$ cat src/hw/plr_defines.vh
// Purpose: constants for the power loss recovery controller
// Assumes: 100 MHz clock from the standby domain
// Notes: timing counts are derived from times in their own units
// Contract
// Keep sampling standby rail after off
// Standby steady 30 s means orderly off
// Standby lost within 30 s means loss
// Always-on mode powers up after loss
// Stay-off mode keeps system off after loss
// Previous-state mode restores held state
// Window runs only in previous-state mode
// Loss soon after shutdown may record on
// No standby rail disables recovery modes
// Low button level toggles system power
// Button response selectable by firmware
// Suspend output low off, high on
// No-standby carrier leaves button open
// Own power-good when input unconnected
// Keep state and mode in retained storage; only the on state is retained, mode comes from recoveryMode
// One decision per return; loss restarts
`ifndef PLR_DEFINES_VH
`define PLR_DEFINES_VH

// ----------------------------------------
// Recovery modes
// ----------------------------------------
`define PLR_MODE_ON 2'h0
`define PLR_MODE_OFF 2'h1
`define PLR_MODE_LAST 2'h2

// ----------------------------------------
// Button response modes
// ----------------------------------------
`define PLR_BTN_TOGGLE 2'h0
`define PLR_BTN_ON_ONLY 2'h1
`define PLR_BTN_IGNORE 2'h2

// ----------------------------------------
// Timing
// ----------------------------------------
`define PLR_CLK_HZ 32'h05F5E100
`define PLR_WINDOW_S 32'h0000001E
// 30 s at 100 MHz, written out so the product cannot overflow a 32-bit integer
`define PLR_WINDOW_CYC 32'hB2D05E00

// ----------------------------------------
// Retained storage layout
// ----------------------------------------
`define PLR_RET_WORDS 4
`define PLR_RET_ADDR_W 2
`define PLR_RET_STATE 2'h0
`define PLR_RET_STATE_ON_BIT 0
`define PLR_RESET_STATE 8'h00

`endif

$ cat src/hw/plr_power_loss_ctrl.v
// Purpose: board controller power loss recovery and button control
// Assumes: inputs synchronous to clock; button already debounced
// Notes: runs from the standby domain; storage survives rail loss
`timescale 1ns/100ps
`include "plr_defines.vh"
module plr_power_loss_ctrl #(
   parameter WINDOW_CYC = `PLR_WINDOW_CYC,
   parameter CNT_W = 32
) (
   // Clock and reset
   input wire clock,
   input wire sys_rst,
   // Carrier pins
   input wire power_button_n,
   input wire power_good_in,
   input wire powerGoodConnected,
   input wire standby_5v_rail,
   input wire standbySupported,
   output wire suspend_rail_off_n,
   // Firmware settings
   input wire [1:0] recoveryMode,
   input wire [1:0] buttonMode,
   input wire osShutdownReq,
   input wire osWakeReq,
   // Internal supply monitors
   input wire inputRailOk,
   input wire moduleRailsOk,
   // Status
   output reg powerGood_ff,
   output reg acLossSeen_ff,
   output reg orderlyOff_ff,
   output reg windowBusy_ff
);
   // ----------------------------------------
   // Sequencer states
   // ----------------------------------------
   localparam ST_BOOT = 3'h0;   // Standby just returned
   localparam ST_READ = 3'h1;   // Decide from retained read
   localparam ST_ON = 3'h2;     // Main rails on
   localparam ST_OFF = 3'h3;    // Main rails off, no window running
   localparam ST_WATCH = 3'h4;  // Monitoring window running

   reg [2:0] state_ff; // Current state
   reg [2:0] nxt_state;
   reg [CNT_W-1:0] winCnt_ff; // Window counter
   reg [CNT_W-1:0] nxt_winCnt;
   reg mainOn_ff; // Rail command
   reg nxt_mainOn;
   reg btnPrev_ff; // Button edge memory
   reg stbPrev_ff; // Standby edge memory
   reg memWrEn; // Retained write strobe
   reg [7:0] memWrData; // Retained write value
   reg winDone; // Window ran to its end this cycle
   wire [7:0] memRdData; // Retained read value
   wire btnPress; // Falling edge of button
   wire stbLost; // Standby dropped this cycle
   wire btnReq; // Accepted button request

   // Retained last-state store
   plr_retain_mem #(.WIDTH(8), .ADDR_W(`PLR_RET_ADDR_W)) uMem (
      .clock(clock),
      .wrEn(memWrEn),
      .wrAddr(`PLR_RET_STATE),
      .wrData(memWrData),
      .rdAddr(`PLR_RET_STATE),
      .rdData_ff(memRdData)
   );

   // ----------------------------------------
   // Request decode
   // ----------------------------------------
   assign btnPress = btnPrev_ff & ~power_button_n;
   assign stbLost = stbPrev_ff & ~standby_5v_rail;

   // Button response per firmware setting
   function btn_accept;
      input [1:0] mode;
      input on;
      begin
         case (mode)
            `PLR_BTN_TOGGLE: btn_accept = 1'b1;
            `PLR_BTN_ON_ONLY: btn_accept = ~on;
            default: btn_accept = 1'b0;
         endcase
      end
   endfunction
   assign btnReq = btnPress & btn_accept(buttonMode, mainOn_ff);

   // Rail output, low means off
   assign suspend_rail_off_n = mainOn_ff;

   // ----------------------------------------
   // Next-state logic
   // ----------------------------------------
   always @* begin
      nxt_state = state_ff;
      nxt_winCnt = winCnt_ff;
      nxt_mainOn = mainOn_ff;
      memWrEn = 1'b0;
      memWrData = `PLR_RESET_STATE;
      winDone = 1'b0;
      case (state_ff)
         ST_BOOT: begin
            // Wait one cycle for registered read
            nxt_state = ST_READ;
         end
         ST_READ: begin
            // Single recovery decision
            if (!standbySupported) begin
               // No standby: rails follow supply
               nxt_mainOn = 1'b1;
            end else begin
               case (recoveryMode)
                  `PLR_MODE_ON: nxt_mainOn = 1'b1;
                  `PLR_MODE_OFF: nxt_mainOn = 1'b0;
                  `PLR_MODE_LAST: nxt_mainOn = memRdData[`PLR_RET_STATE_ON_BIT];
                  default: nxt_mainOn = 1'b0;
               endcase
            end
            nxt_state = nxt_mainOn ? ST_ON : ST_OFF;
         end
         ST_ON: begin
            // Remember on state while running
            memWrEn = 1'b1;
            memWrData = 8'h01;
            if (btnReq || osShutdownReq) begin
               nxt_mainOn = 1'b0;
               nxt_winCnt = {CNT_W{1'b0}};
               // Window only in previous-state mode
               if (standbySupported && recoveryMode == `PLR_MODE_LAST) begin
                  nxt_state = ST_WATCH;
               end else begin
                  nxt_state = ST_OFF;
               end
            end
         end
         ST_WATCH: begin
            // Stored state stays on until window proves orderly off or mode leaves previous-state
            if (btnReq || osWakeReq) begin
               nxt_mainOn = 1'b1;
               nxt_state = ST_ON;
            end else if (!standbySupported || recoveryMode != `PLR_MODE_LAST) begin
               // Mode left previous-state: drop the window, record off
               memWrEn = 1'b1;
               memWrData = 8'h00;
               nxt_state = ST_OFF;
            end else if (winCnt_ff >= WINDOW_CYC - 1) begin
               memWrEn = 1'b1;
               memWrData = 8'h00;
               winDone = 1'b1;
               nxt_state = ST_OFF;
            end else begin
               nxt_winCnt = winCnt_ff + 1'b1;
            end
         end
         ST_OFF: begin
            // Power-on request
            if (btnReq || osWakeReq) begin
               nxt_mainOn = 1'b1;
               nxt_state = ST_ON;
            end
         end
         default: begin
            nxt_state = ST_BOOT;
            nxt_mainOn = 1'b0;
         end
      endcase
      // Rail loss aborts and restarts classification
      if (!standby_5v_rail) begin
         nxt_mainOn = 1'b0;
         nxt_winCnt = {CNT_W{1'b0}};
         nxt_state = ST_BOOT;
         if (state_ff != ST_WATCH) begin
            memWrEn = 1'b0;
         end
      end
   end

   // ----------------------------------------
   // State registers
   // ----------------------------------------
   always @(posedge clock) begin
      if (sys_rst) begin
         state_ff <= ST_BOOT;
         winCnt_ff <= {CNT_W{1'b0}};
         mainOn_ff <= 1'b0;
         btnPrev_ff <= 1'b1;
         stbPrev_ff <= 1'b0;
      end else begin
         state_ff <= nxt_state;
         winCnt_ff <= nxt_winCnt;
         mainOn_ff <= nxt_mainOn;
         btnPrev_ff <= power_button_n;
         stbPrev_ff <= standby_5v_rail;
      end
   end

   // ----------------------------------------
   // Status and power-good
   // ----------------------------------------
   always @(posedge clock) begin
      if (sys_rst) begin
         powerGood_ff <= 1'b0;
         acLossSeen_ff <= 1'b0;
         orderlyOff_ff <= 1'b0;
         windowBusy_ff <= 1'b0;
      end else begin
         // External good when wired, else own monitors
         powerGood_ff <= mainOn_ff & (powerGoodConnected ? power_good_in
                                     : (inputRailOk & moduleRailsOk));
         windowBusy_ff <= (nxt_state == ST_WATCH);
         // Loss during window classified as AC loss
         if (stbLost && state_ff == ST_WATCH) begin
            acLossSeen_ff <= 1'b1;
            orderlyOff_ff <= 1'b0;
         end else if (winDone) begin
            orderlyOff_ff <= 1'b1;
            acLossSeen_ff <= 1'b0;
         end else if (nxt_state == ST_WATCH && state_ff != ST_WATCH) begin
            orderlyOff_ff <= 1'b0;
            acLossSeen_ff <= 1'b0;
         end
      end
   end
endmodule // plr_power_loss_ctrl

$ cat src/hw/plr_retain_mem.v
// Purpose: small retained memory for last state across power loss
// Assumes: contents survive standby loss (battery backed cell)
// Notes: registered read data; no reset on the array
`timescale 1ns/100ps
module plr_retain_mem #(
   parameter WIDTH = 8,
   parameter ADDR_W = 2
) (
   // Clock
   input wire clock,
   // Write port
   input wire wrEn,
   input wire [ADDR_W-1:0] wrAddr,
   input wire [WIDTH-1:0] wrData,
   // Read port
   input wire [ADDR_W-1:0] rdAddr,
   output reg [WIDTH-1:0] rdData_ff
);
   // Storage array
   reg [WIDTH-1:0] mem [0:(1<<ADDR_W)-1];

   // Write and registered read
   always @(posedge clock) begin
      if (wrEn) begin
         mem[wrAddr] <= wrData;
      end
      rdData_ff <= mem[rdAddr];
   end
endmodule // plr_retain_mem

$ cat config.mk
export PLATFORM = sky130hd
export DESIGN_NAME = plr_power_loss_ctrl
export DESIGN_NICKNAME = d
export VERILOG_FILES = /design/src/hw/plr_power_loss_ctrl.v /design/src/hw/plr_retain_mem.v
export VERILOG_INCLUDE_DIRS = /design/src /design/src/hw
export SDC_FILE = /design/constraint.sdc
export NUM_CORES = 1
export LEC_CHECK = 0
export ABC_AREA = 1
export BUFFER_PORTS_ARGS = -buffer_cell sky130_fd_sc_hd__buf_4
export CAP_MARGIN = 20
export CORE_UTILIZATION = 55
export DETAILED_ROUTE_END_ITERATION = 10
export GPL_ROUTABILITY_DRIVEN = 0
export GPL_TIMING_DRIVEN = 0
export PLACE_DENSITY = 0.74
export SETUP_SLACK_MARGIN = 0.1
export SLEW_MARGIN = 20
export SYNTH_ARGS = -nofsm -noshare
export SYNTH_HDL_FRONTEND = slang
export SYNTH_SLANG_ARGS = --single-unit
$ cat constraint.sdc
create_clock -name clock -period 5.3 [get_ports clock]
set_input_delay 0.795 -clock clock [delete_from_list [all_inputs] [get_ports clock]]
set_output_delay 0.795 -clock clock [all_outputs]
set_load 0.01 [all_outputs]
==> results.cfg <==
[sta]
setup-tns-final_ps = 0
max_freq_mhz = 457
rsz0062_at_grt = no
final_min_period_over_clock_period = 0.413
fin_worst_skew_ps = 11.0
fin_crit_ps = 2190
timing_max_transition_violations_final = 0
worstMarginPinSlew_ps = 608
timing.final.setup_violations = 0
worst_hold_slack_ps = 347
slew-limit-headroom = 0.595
timing_hold_violations_final = 0
final.setup.worst_slack_ps = 3110

[global_route]
grt_pass1_vias = 2730
number_of_antenna_violations_at_the_first_check_in_global_routing = 0
grt_pass1_wl_um = 12800
gr-total-overflow = 0
global_route.usage.total = 0.302
grt_start_max_net_pins = 14

[clock_tree]
postCtsHoldBufs = 0
tritoncts = done
worst_skew_pair_latency_ps = 300
cts_max_level = 2
clk_pin_slew_worst_paths_ps = 80
cts_setup_buffers = 0
cts-root-buf = clkbuf_8
clock_tree.buffer_depth = 2
tritoncts.num_buffers = 5
cts_repair_resize_count = 0
cts.sinks = 44

[setup_path]
timing.critical_path.arrival_ps = 2410
timing.critical_path.to_type = flop
regToRegEndpoint = winCnt_ff[22]$_SDFFE_PP0P_
ff2ff_path_depth = 13
worstSetupPathType = reg -> reg
setup.reg_to_reg.worst_slack_ps = 3110
crit_path_max_fanout = 10
timing.critical_path.from_type = flop
timing.critical_path.required_ps = 5520
worstReg2RegStart = winCnt_ff[0]$_SDFFE_PP0P_

[layout]
nets = 519
diodes = 0
final_area_um2 = 3250
layoutNonFillerInstCount = 574
finalCoreUtilization = 0.637
area.growth.synth_to_final_pct = 11.6
drive_above_1_share = 0.0794

[synth]
yosys.cell_types.count = 28
synthesis.nets = 493
ys.flop_type = dfxtp_1
synth_instances = 477
yosysSeqAreaShare = 0.306
syn-mean-instance-area_um2 = 6.11
postSynthRegisterBits = 44
postSynth.asyncResetShare = 0
mappedNetlistArea_um2 = 2910
yosys_warnings = 0
synth-edff-count = 1

[power]
fin_total_pwr_uw = 629
cellPowerDensity_nw_per_um2 = 193
power_leakage_nw = 1.05
vdd_drop_max_mv = 0.115

[placement]
place_worst_setup_slack_ps = 2950
placedInstanceArea_um2 = 3140
post-place-cells = 566
port_buffer_cells = 19
hpwlAfterDp_um = 6000

[floorplan]
core_area_um2 = 5110
pin_count = 20
die_w_um = 74.8
die_h_um = 74.8
num_rows = 26
fp.dieArea_um2 = 5590
floorplan.initialDensity = 0.571

[hold_path]
min_delay_src = uMem.mem[0]$_DFFE_PP_
worstHoldEndpoint = uMem.rdData_ff[0]$_DFF_P_
worst_hold_path.num_cells = 0
timing.hold.worst.class = reg -> reg

[drt]
detailedRoute.firstPassIterationCount = 5
via_density_per_instance = 5.49
route.antenna.remaining_nets = 0
routed_wire_length_um = 7800
wire_per_inst_um = 13.6
routed-via-count = 3154
drt_first_iter_violations = 331
route.detailed.drc = 0

[outcome]
status = completed

[flow_run]
max_cap_viol_count = 0
-- critical path: stages (launching register included) --
cell and delay (ps):
dfxtp_1 420, ha_1 330, inv_2 90, nor2_4 150, and2_4 190, nand2_1 50
nand2_1 100, nand2_1 90, nand2_2 130, o21ai_4 90, nand3_4 120, buf_6 160
nand2_1 50, a21oi_1 140
-- cell families after synthesis --
kind of cell | share of synthesized area
simple gates | 0.435
compound gates | 0.0988
buf+inv | 0.0811
flops | 0.306
xor+xnor | 0.0751
fa+ha+maj | 0.00429
-- area by class of cell --
cell class	count	area [um2]
plain buffers	18	101
well taps	70	87.6
flip-flops and latches	44	891
repair buffers	19	143
fillers	513	1860
multi-input cells	379	1790
clock buffers	6	72.6
clock inverters	2	35.0
inverters	36	135
-- synthesized netlist by cell type (5+ instances only) --
master | n | area share
a21oi_1 | 40 | 0.069
clkbuf_1 | 12 | 0.015
dfxtp_1 | 43 | 0.30
inv_1 | 33 | 0.043
nand2_1 | 142 | 0.18
nand3_1 | 12 | 0.021
nand4_1 | 34 | 0.073
nor2_1 | 99 | 0.13
nor3_1 | 5 | 0.0086
o21ai_0 | 8 | 0.014
xnor2_1 | 7 | 0.021
xor2_1 | 18 | 0.054
-- metal layers --
| metal | part of all wire | global-route usage | up-vias |
|---|---|---|---|
| met3 | 0.067 | 0.0361 | 19 |
| met2 | 0.46 | 0.489 | 118 |
| li1 | - | - | 1587 |
| met4 | 0.023 | 0.124 | 0 |
| met5 | 0 | 0 | - |
| met1 | 0.45 | 0.409 | 1430 |
-- state kept, by name, summed over array words and instances (netlist names) --
register,cells
windowBusy_ff,1
uMem.rdData_ff,1
orderlyOff_ff,1
winCnt_ff,32
acLossSeen_ff,1
uMem.mem,1
state_ff,3
powerGood_ff,1
suspend_rail_off_n,1
stbPrev_ff,1
btnPrev_ff,1
-- power by group --
part / switching, mW / internal (mW) / leakage [nW]
registers: 0.00126 / 0.333 / 0.357
logic: 0.0221 / 0.0149 / 0.634
clock network: 0.117 / 0.140 / 0.0552
-- cells in the final DEF (no fill, tap or decap), drive strengths merged, types with 2 or more instances in the layout --
| cell type | synthesis | routed |
|---|---|---|
| xnor2 | 7 | 7 |
| inv | 36 | 36 |
| xor2 | 18 | 18 |
| o21ai | 11 | 11 |
| nor3b | 2 | 2 |
| nand4 | 34 | 34 |
| dfxtp | 43 | 43 |
| a21oi | 40 | 40 |
| nand2 | 143 | 143 |
| nor2 | 100 | 100 |
| nor3 | 5 | 5 |
| buf | 6 | 25 |
| clkbuf | 12 | 18 |
| nand3 | 13 | 13 |
-- how the worst max path moves through the flow --
stage                                          from                         end  slack [ps]  depth (start not counted)
after floorplan                       buttonMode[0]  winCnt_ff[10]$_SDFFE_PP0P_        3430                          9
after global placement             standbySupported  winCnt_ff[15]$_SDFFE_PP0P_        2980                          8
after detailed placement           standbySupported  winCnt_ff[16]$_SDFFE_PP0P_        2950                          8
after CTS                 winCnt_ff[0]$_SDFFE_PP0P_  winCnt_ff[22]$_SDFFE_PP0P_        3170                         13
after global routing      winCnt_ff[0]$_SDFFE_PP0P_  winCnt_ff[18]$_SDFFE_PP0P_        2940                         13
final                     winCnt_ff[0]$_SDFFE_PP0P_  winCnt_ff[22]$_SDFFE_PP0P_        3110                         13
(Power assumes the default switching activity.)
